File: src/rtl/gpm_pkg.sv
// Constants, register map and bus carrier for the 32-line general I/O and peripheral mux controller.
// Assumes a single system clock at 25 MHz and a bridge that drives the carrier from the same clock.
package gpm_pkg;

    localparam int GPM_DATA_W = 32;
    localparam int GPM_ADDR_W = 14;

    // Byte offsets of the register map
    localparam logic [13:0] OFS_OWNER_SW_SET = 14'h0000;
    localparam logic [13:0] OFS_OWNER_SW_CLEAR = 14'h0004;
    localparam logic [13:0] OFS_OWNER_STATUS = 14'h0008;
    localparam logic [13:0] OFS_DIR_OUT_SET = 14'h0010;
    localparam logic [13:0] OFS_DIR_OUT_CLEAR = 14'h0014;
    localparam logic [13:0] OFS_DIR_STATUS = 14'h0018;
    localparam logic [13:0] OFS_OUT_LEVEL_SET = 14'h0030;
    localparam logic [13:0] OFS_OUT_LEVEL_CLEAR = 14'h0034;
    localparam logic [13:0] OFS_OUT_LEVEL_STATUS = 14'h0038;
    localparam logic [13:0] OFS_PIN_LEVEL_STATUS = 14'h003c;
    localparam logic [13:0] OFS_CHANGE_MASK_SET = 14'h0040;
    localparam logic [13:0] OFS_CHANGE_MASK_CLEAR = 14'h0044;
    localparam logic [13:0] OFS_CHANGE_MASK = 14'h0048;
    localparam logic [13:0] OFS_CHANGE_STATUS = 14'h004c;

    // Values after reset
    localparam logic [31:0] RST_OWNER_STATUS = 32'hffffffff;
    localparam logic [31:0] RST_DIR_STATUS = 32'h00000000;
    localparam logic [31:0] RST_OUT_LEVEL = 32'h00000000;
    localparam logic [31:0] RST_CHANGE_MASK = 32'h00000000;
    localparam logic [31:0] RST_CHANGE_STATUS = 32'h00000000;
    localparam logic [31:0] RST_READ_DATA = 32'h00000000;

    // One bus request from the bridge
    typedef struct packed {
        logic sel;
        logic stb;
        logic write;
        logic [13:0] addr;
        logic [31:0] wdata;
    } gpm_bus_req_s;

endpackage

File: src/rtl/gpm_ctrl.sv
// Top of the general I/O and peripheral mux controller: register slave, line muxing,
// pin change detection and the interrupt output.
// Assumes the bridge and peripherals run on clk_sys; pads are asynchronous.
`timescale 1ns/1ns
module gpm_ctrl #(
    parameter int NUM_LINES = 32,
    parameter logic [NUM_LINES-1:0] PERIPH_PRESENT = '1,
    parameter logic [NUM_LINES-1:0] OWNER_RST = NUM_LINES'(gpm_pkg::RST_OWNER_STATUS),
    parameter logic [NUM_LINES-1:0] DIR_RST = NUM_LINES'(gpm_pkg::RST_DIR_STATUS)
) (
    input logic clk_sys, // System clock, 25 MHz
    input logic resetn, // Primary reset, low active, synchronous
    input logic resetn_f, // Falling-edge reset, low active
    input logic ui_clk_en, // User-interface clock enable from bridge
    input gpm_pkg::gpm_bus_req_s bus_req, // Bridge request
    output logic [31:0] bus_rdata, // Read data, cycle after read
    input logic [NUM_LINES-1:0] pad_in, // Levels from pads
    output logic [NUM_LINES-1:0] pad_out, // Levels to pads
    output logic [NUM_LINES-1:0] pad_drive_n, // Pad drive enable, low drives
    input logic [NUM_LINES-1:0] periph_out, // Data from peripherals
    input logic [NUM_LINES-1:0] periph_drive_n, // Peripheral drive enable, low drives
    output logic [NUM_LINES-1:0] periph_in_data, // Data to peripherals
    output logic change_irq // Interrupt, high active
);
    import gpm_pkg::*;

    ////////////////////////////////////////////////////////////////////////////////
    // Declarations

    logic [13:0] word_addr;
    logic wr_hit;
    logic rd_hit;
    logic owner_set_we;
    logic owner_clr_we;
    logic dir_set_we;
    logic dir_clr_we;
    logic level_set_we;
    logic level_clr_we;
    logic mask_set_we;
    logic mask_clr_we;
    logic change_rd;
    logic [NUM_LINES-1:0] owner_q;
    logic [NUM_LINES-1:0] dir_q;
    logic [NUM_LINES-1:0] out_level_q;
    logic [NUM_LINES-1:0] mask_q;
    logic [NUM_LINES-1:0] pin_level;
    logic [NUM_LINES-1:0] pin_prev_ff;
    logic [NUM_LINES-1:0] pin_chg;
    logic [NUM_LINES-1:0] change_ff;
    logic [NUM_LINES-1:0] nxt_change;
    logic [NUM_LINES-1:0] nxt_pad_out;
    logic [NUM_LINES-1:0] nxt_pad_drive_n;
    logic [NUM_LINES-1:0] nxt_periph_in;
    logic [NUM_LINES-1:0] pad_out_ff;
    logic [NUM_LINES-1:0] pad_drive_n_ff;
    logic [NUM_LINES-1:0] periph_in_ff;
    logic [31:0] nxt_rdata;
    logic [31:0] rdata_ff;
    logic change_irq_ff;
    logic [NUM_LINES-1:0] wbits;

    // Zero-extend a line vector to the bus width; upper bits read as zero
    function automatic logic [31:0] ext(input logic [NUM_LINES-1:0] v);
        ext = 32'(v);
    endfunction

    ////////////////////////////////////////////////////////////////////////////////
    // Bus decode

    // The two low address bits are dropped before comparing against offsets
    assign word_addr = {bus_req.addr[13:2], 2'b00};
    assign wr_hit = bus_req.sel & bus_req.stb & bus_req.write;
    assign rd_hit = bus_req.sel & bus_req.stb & ~bus_req.write;

    // Only lines that exist take part in writes
    assign wbits = bus_req.wdata[NUM_LINES-1:0];

    // Write strobes to the set/clear pairs; read-only offsets decode to nothing
    assign owner_set_we = wr_hit && (word_addr == OFS_OWNER_SW_SET);
    assign owner_clr_we = wr_hit && (word_addr == OFS_OWNER_SW_CLEAR);
    assign dir_set_we = wr_hit && (word_addr == OFS_DIR_OUT_SET);
    assign dir_clr_we = wr_hit && (word_addr == OFS_DIR_OUT_CLEAR);
    assign level_set_we = wr_hit && (word_addr == OFS_OUT_LEVEL_SET);
    assign level_clr_we = wr_hit && (word_addr == OFS_OUT_LEVEL_CLEAR);
    assign mask_set_we = wr_hit && (word_addr == OFS_CHANGE_MASK_SET);
    assign mask_clr_we = wr_hit && (word_addr == OFS_CHANGE_MASK_CLEAR);
    assign change_rd = rd_hit && (word_addr == OFS_CHANGE_STATUS);

    ////////////////////////////////////////////////////////////////////////////////
    // Configuration registers

    // Ownership: one means software control; lines without a peripheral stay at one
    gpm_setclr_reg #(
        .WIDTH(NUM_LINES),
        .RST_VAL(OWNER_RST),
        .WR_MASK(PERIPH_PRESENT),
        .FORCE_ONE(~PERIPH_PRESENT)
    ) u_owner (
        .clk_sys(clk_sys),
        .resetn(resetn),
        .ui_clk_en(ui_clk_en),
        .set_we(owner_set_we),
        .clr_we(owner_clr_we),
        .wdata(wbits),
        .status(owner_q)
    );

    // Direction: one means output when under software control
    gpm_setclr_reg #(
        .WIDTH(NUM_LINES),
        .RST_VAL(DIR_RST),
        .WR_MASK('1),
        .FORCE_ONE('0)
    ) u_dir (
        .clk_sys(clk_sys),
        .resetn(resetn),
        .ui_clk_en(ui_clk_en),
        .set_we(dir_set_we),
        .clr_we(dir_clr_we),
        .wdata(wbits),
        .status(dir_q)
    );

    // Output level driven by software lines
    gpm_setclr_reg #(
        .WIDTH(NUM_LINES),
        .RST_VAL(NUM_LINES'(RST_OUT_LEVEL)),
        .WR_MASK('1),
        .FORCE_ONE('0)
    ) u_level (
        .clk_sys(clk_sys),
        .resetn(resetn),
        .ui_clk_en(ui_clk_en),
        .set_we(level_set_we),
        .clr_we(level_clr_we),
        .wdata(wbits),
        .status(out_level_q)
    );

    // Interrupt mask
    gpm_setclr_reg #(
        .WIDTH(NUM_LINES),
        .RST_VAL(NUM_LINES'(RST_CHANGE_MASK)),
        .WR_MASK('1),
        .FORCE_ONE('0)
    ) u_mask (
        .clk_sys(clk_sys),
        .resetn(resetn),
        .ui_clk_en(ui_clk_en),
        .set_we(mask_set_we),
        .clr_we(mask_clr_we),
        .wdata(wbits),
        .status(mask_q)
    );

    ////////////////////////////////////////////////////////////////////////////////
    // Pin sampling and change detection

    // Pads are asynchronous, so two stages come before any logic
    gpm_pin_sync #(
        .WIDTH(NUM_LINES)
    ) u_sync (
        .clk_sys(clk_sys),
        .resetn(resetn),
        .resetn_f(resetn_f),
        .din(pad_in),
        .dout(pin_level)
    );

    // Previous level; a high pin after reset shows as a first change
    always_ff @(posedge clk_sys)
    begin
        if (!resetn)
            pin_prev_ff <= '0;
        else
            pin_prev_ff <= pin_level;
    end

    assign pin_chg = pin_level ^ pin_prev_ff;

    // A change in the read cycle survives the clear, so no event is lost
    always_comb
    begin
        nxt_change = change_ff;
        if (change_rd)
            nxt_change = '0;
        nxt_change = nxt_change | pin_chg;
    end

    always_ff @(posedge clk_sys)
    begin
        if (!resetn)
            change_ff <= NUM_LINES'(RST_CHANGE_STATUS);
        else
            change_ff <= nxt_change;
    end

    // Masked flags of every line gate into one output
    always_ff @(posedge clk_sys)
    begin
        if (!resetn)
            change_irq_ff <= 1'b0;
        else
            change_irq_ff <= |(change_ff & mask_q);
    end

    assign change_irq = change_irq_ff;

    ////////////////////////////////////////////////////////////////////////////////
    // Line multiplexing

    // Per line: software or peripheral owns the pad
    genvar gi;
    generate
        for (gi = 0; gi < NUM_LINES; gi++)
        begin : g_line
            always_comb
            begin
                if (owner_q[gi])
                begin
                    nxt_pad_out[gi] = out_level_q[gi];
                    nxt_pad_drive_n[gi] = ~dir_q[gi];
                    nxt_periph_in[gi] = 1'b0;
                end
                else
                begin
                    nxt_pad_out[gi] = periph_out[gi];
                    nxt_pad_drive_n[gi] = periph_drive_n[gi];
                    nxt_periph_in[gi] = pin_level[gi];
                end
            end
        end
    endgenerate

    // Registered outputs; costs one cycle but keeps pads glitch-free
    always_ff @(posedge clk_sys)
    begin
        if (!resetn)
        begin
            pad_out_ff <= '0;
            pad_drive_n_ff <= '1;
            periph_in_ff <= '0;
        end
        else
        begin
            pad_out_ff <= nxt_pad_out;
            pad_drive_n_ff <= nxt_pad_drive_n;
            periph_in_ff <= nxt_periph_in;
        end
    end

    assign pad_out = pad_out_ff;
    assign pad_drive_n = pad_drive_n_ff;
    assign periph_in_data = periph_in_ff;

    ////////////////////////////////////////////////////////////////////////////////
    // Read path

    // Write-only and unmapped offsets read as zero
    always_comb
    begin
        unique case (word_addr)
            OFS_OWNER_STATUS: nxt_rdata = ext(owner_q);
            OFS_DIR_STATUS: nxt_rdata = ext(dir_q);
            OFS_OUT_LEVEL_STATUS: nxt_rdata = ext(out_level_q);
            OFS_PIN_LEVEL_STATUS: nxt_rdata = ext(pin_level);
            OFS_CHANGE_MASK: nxt_rdata = ext(mask_q);
            OFS_CHANGE_STATUS: nxt_rdata = ext(change_ff);
            default: nxt_rdata = RST_READ_DATA;
        endcase
    end

    // Data stands only in the cycle after the read
    always_ff @(posedge clk_sys)
    begin
        if (!resetn)
            rdata_ff <= RST_READ_DATA;
        else if (rd_hit)
            rdata_ff <= nxt_rdata;
        else
            rdata_ff <= RST_READ_DATA;
    end

    assign bus_rdata = rdata_ff;
endmodule

File: src/rtl/gpm_pin_sync.sv
// Two-stage synchroniser for the pad inputs: falling-edge first stage, rising-edge second.
// Assumes the pads are asynchronous to clk_sys and both resets are released cleanly.
`timescale 1ns/1ns
module gpm_pin_sync #(
    parameter int WIDTH = 32
) (
    input logic clk_sys, // System clock
    input logic resetn, // Rising-edge reset, low active
    input logic resetn_f, // Falling-edge reset, low active
    input logic [WIDTH-1:0] din, // Raw pad levels
    output logic [WIDTH-1:0] dout // Synchronised levels
);
    logic [WIDTH-1:0] meta_ff;
    logic [WIDTH-1:0] stable_ff;

    // First stage on the falling edge; only half a cycle to settle, traded for lower latency
    always_ff @(negedge clk_sys)
    begin
        if (!resetn_f)
            meta_ff <= '0;
        else
            meta_ff <= din;
    end

    // Second stage is the only reader of the first
    always_ff @(posedge clk_sys)
    begin
        if (!resetn)
            stable_ff <= '0;
        else
            stable_ff <= meta_ff;
    end

    assign dout = stable_ff;
endmodule

File: src/rtl/gpm_setclr_reg.sv
// One status register driven by a set register and a clear register, ones acting only.
// Assumes set and clear strobes come from the same clock and never together.
`timescale 1ns/1ns
module gpm_setclr_reg #(
    parameter int WIDTH = 32,
    parameter logic [WIDTH-1:0] RST_VAL = '0,
    parameter logic [WIDTH-1:0] WR_MASK = '1,
    parameter logic [WIDTH-1:0] FORCE_ONE = '0
) (
    input logic clk_sys, // System clock
    input logic resetn, // Synchronous reset, low active
    input logic ui_clk_en, // User-interface clock enable
    input logic set_we, // Write to the set register
    input logic clr_we, // Write to the clear register
    input logic [WIDTH-1:0] wdata, // Written bits
    output logic [WIDTH-1:0] status // Current status
);
    logic [WIDTH-1:0] status_ff;
    logic [WIDTH-1:0] nxt_status;

    // Ones set or clear, zeros and locked bits keep their value
    always_comb
    begin
        nxt_status = status_ff;
        if (set_we)
            nxt_status = status_ff | (wdata & WR_MASK);
        else if (clr_we)
            nxt_status = status_ff & ~(wdata & WR_MASK);
    end

    // Apart from reset, flops only move on the user-interface clock
    always_ff @(posedge clk_sys)
    begin
        if (!resetn)
            status_ff <= RST_VAL;
        else if (ui_clk_en)
            status_ff <= nxt_status;
    end

    assign status = status_ff | FORCE_ONE;
endmodule

File: config.mk
export PLATFORM = sky130hd
export DESIGN_NAME = gpm_ctrl
export DESIGN_NICKNAME = d
export VERILOG_FILES = /design/src/rtl/gpm_pkg.sv /design/src/rtl/gpm_ctrl.sv /design/src/rtl/gpm_pin_sync.sv /design/src/rtl/gpm_setclr_reg.sv
export SDC_FILE = /design/constraint.sdc
export NUM_CORES = 1
export LEC_CHECK = 0
export BUFFER_PORTS_ARGS = -buffer_cell sky130_fd_sc_hd__buf_2
export CORE_ASPECT_RATIO = 0.75
export CORE_UTILIZATION = 49
export CTS_BUF_LIST = sky130_fd_sc_hd__clkbuf_8
export DETAILED_ROUTE_END_ITERATION = 8
export MAX_ROUTING_LAYER = met4
export PLACE_DENSITY = 0.72
export SKIP_LAST_GASP = 1
export SYNTH_ARGS = -nofsm -noshare
export SYNTH_HDL_FRONTEND = slang
export SYNTH_SLANG_ARGS = --single-unit
File: constraint.sdc
create_clock -name clk_sys -period 6.55 [get_ports clk_sys]
set_input_delay 1.31 -clock clk_sys [delete_from_list [all_inputs] [get_ports clk_sys]]
set_output_delay 1.31 -clock clk_sys [all_outputs]
set_load 0.05 [all_outputs]
==> reports/results.tsv <==
metric	value	unit
register area share after synthesis	52.0	%
leakage power summed over all cells	7.47	nW
area taken by multi-input logic gates	6200	um^2
number of buffers inserted for hold repair after clock tree synthesis	0	
number of iterations in the first detailed-routing pass	5	
area added between synthesis and finish	16.2	%
WHS	0.473	ns
standard-cell row count	54	
post-layout net count	1814	
critical path's largest stage delay	0.52	ns
latest clock arrival within the worst-skew pair	0.62	ns
sequence of cells on the critical path	buf_2 > and2_1	
switching power total	1.14	mW
wire length of the first global-routing pass	65900	um
die area	30900	um^2
FF+latch count, synth	385	
Slew @ Worst Pin	1.28	ns
data required time of the worst path	3.83	ns
run status	completed	
TritonCTS buffer count	57	
worst ir drop on vdd	199	uV
drc violations	0	
Initial Util	50.4	%
post_cts resized	0	
number of flops mapped to enable cells by yosys	0	
Crit path buffers/inverters	1	
via density per instance	5.67	
setup repair after global routing missed its margin	no	
maximum clock path buffer count	3	
Clk pin slew, worst setup/hold paths	0.07	ns
TritonCTS clock tree	done	
total vias in the final route	12000	
Slew Limit Fails	0	
Slew headroom	14.5	%
post-synthesis instance area	14800	um^2
routed wire length per instance	20.4	um
class of the most critical setup path	input port to flip-flop	
kind of cell with the highest combined delay on the critical path	buffers and inverters	
Seq pwr share	51.5	%
startpoint type of the worst setup path	input port	
Ys Warns	0	
number of nets with antenna violations after routing	0	
number of I/O pins	278	
DP HPWL	28100	um
total power density per cell area	272	nW/um^2
share of cells above drive strength 1	24.8	%
combinational share of power	4.5	%
share of total power in the clock network	44.1	%
number of placed instances, taps included	1967	
Routed WL	43000	um
setup bufs post-CTS	0	
Post-Synthesis Net Count	1568	
internal portion of total power	3.55	mW
footprint of the flip-flops and latches	7710	um^2
number of failing setup endpoints in the final timing report	0	
Die W	203	um
violation count after the first detailed-routing iteration	830	
syn avg cell area	10.4	um^2
sum of negative setup slack	0	ns
number of antenna violations at the first check in global routing	4	
post-synthesis cell type count	51	
crit path DAT	2.07	ns
CTS root buffer	clkbuf_8	
Hold Fails Final Rpt	0	
Max-cap violations	0	
Slowest cell on crit path	buf_2	
crit path max fanout	32	
Filler Cells Inserted	2556	
type of the most critical hold path	flip-flop to flip-flop	
setup skew after layout	0.0205	ns
total global routing overflow	0	
CTS H-Tree Depth	2	
core box area	29400	um^2
CTS Sinks	385	
Mapped Cells	1419	
total global routing track utilization	28.1	%
filler-free cell count of the finished design	2110	
endpoint kind of the worst setup timing path	flip-flop	
maximum number of pins on one net before global-route repair	105	
summed area of non-filler cells in the final layout	17200	um^2
predominant post-synthesis flop cell	dfxtp_1	
number of global-route vias before repair	11700	
instance area at placement	15900	um^2
weighted congestion reported at the end of routability-driven placement	0.803	
die height	153	um
async set-reset flop share out of synthesis	0	%
Buffers on Ports	275	
proportion of total power due to net switching	24.3	%
## metal layers
metal / global-route usage, % / wire [um] / up-vias
li1: - / - / 5639
met3: 5.24 / 3340 / 63
met5: - / 0 / -
met2: 42.0 / 18900 / 530
met1: 38.7 / 20100 / 5732
met4: 7.66 / 713 / 0
## per-stage QoR
stage / power (mW) / utilization [%] / setup WS [ns]
finish: 4.69 / 58.6 / 1.76
global route: 4.87 / 58.6 / 1.69
CTS: 4.72 / 58.5 / 1.76
detailed placement: 2.70 / 54.1 / 1.10
global placement: 2.70 / 54.1 / 1.16
floorplan: 2.63 / - / 1.59
## power groups by stage
| stage | Sequential, mW | Combinational, mW | Clock, mW |
|---|---|---|---|
| after floorplan | 2.45 | 0.145 | 0.0308 |
| after global placement | 2.46 | 0.202 | 0.0308 |
| after detailed placement | 2.46 | 0.206 | 0.0308 |
| after CTS | 2.41 | 0.207 | 2.10 |
| after global routing | 2.42 | 0.225 | 2.23 |
| final | 2.41 | 0.209 | 2.07 |
## placed cells by master, fill, tap and decap left out, types with 10 or more instances in the layout
cell type | netlist | layout
nand2_1 | 158 | 158
xor2_1 | 32 | 32
a21oi_1 | 64 | 64
nor2_1 | 39 | 38
inv_1 | 1 | 44
o21ai_0 | 34 | 34
mux2_2 | 25 | 25
and2_1 | 97 | 96
a22oi_1 | 39 | 39
dfxtp_1 | 385 | 385
buf_4 | 7 | 16
a31oi_1 | 64 | 64
a311oi_1 | 32 | 32
a31o_1 | 64 | 64
a22o_1 | 32 | 32
buf_2 | 29 | 274
nor2b_1 | 32 | 32
clkinv_1 | 0 | 10
o211ai_1 | 24 | 24
a211oi_1 | 32 | 32
mux2i_1 | 71 | 71
clkbuf_8 | 0 | 69
## final cells by class
type / count / area share, %
sequential: 385 / 44.8
multi-input combinational: 897 / 36.0
timing repair buffer: 291 / 8.73
clock buffer: 69 / 5.52
tap: 392 / 2.85
clock inverter: 71 / 2.06
antenna: 4 / 0.0581
inverter: 1 / 0.0363
## cells in the mapped netlist, drive strengths merged, types with 3 or more instances
cell type	n	share of area, %
a31oi	65	2.8
and2	97	4.1
or4bb	3	0.23
mux2	25	1.9
nand2	158	4.0
o221ai	4	0.24
nor3	5	0.32
nor2	40	1.1
nand3	4	0.14
a22o	32	1.9
a311oi	32	1.9
or4	3	0.23
dfxtp	385	52
nand4	7	0.34
o211ai	26	1.4
buf	90	5.1
a32oi	5	0.30
nor4	8	0.95
o21ai	34	1.1
xor2	32	1.9
nor2b	32	1.4
mux2i	71	4.8
a21oi	64	2.2
a31o	64	3.8
clkbuf	45	1.1
a22oi	39	2.0
a211oi	32	1.6
## worst paths after layout
kind                                         start                 end  slack, ns  depth (start not counted)
worst max-delay path                      resetn_f  u_sync.meta_ff[19]       1.76                          2
worst max register to register  u_sync.meta_ff[16]     u_sync.dout[16]       2.68                          1
worst min-delay path               u_sync.dout[31]       bus_rdata[31]       0.47                          2
worst min register to register     u_sync.dout[31]       bus_rdata[31]       0.47                          2
## logic make-up after synthesis
logic type / synth area share (%)
AO/OA/AOI/OAI: 19.5
AND/OR/NAND/NOR: 13.5
multiplexers: 6.70
flip-flops: 52.0
buffers and inverters: 6.33
XOR/XNOR: 1.89
(Power assumes the default switching activity.)
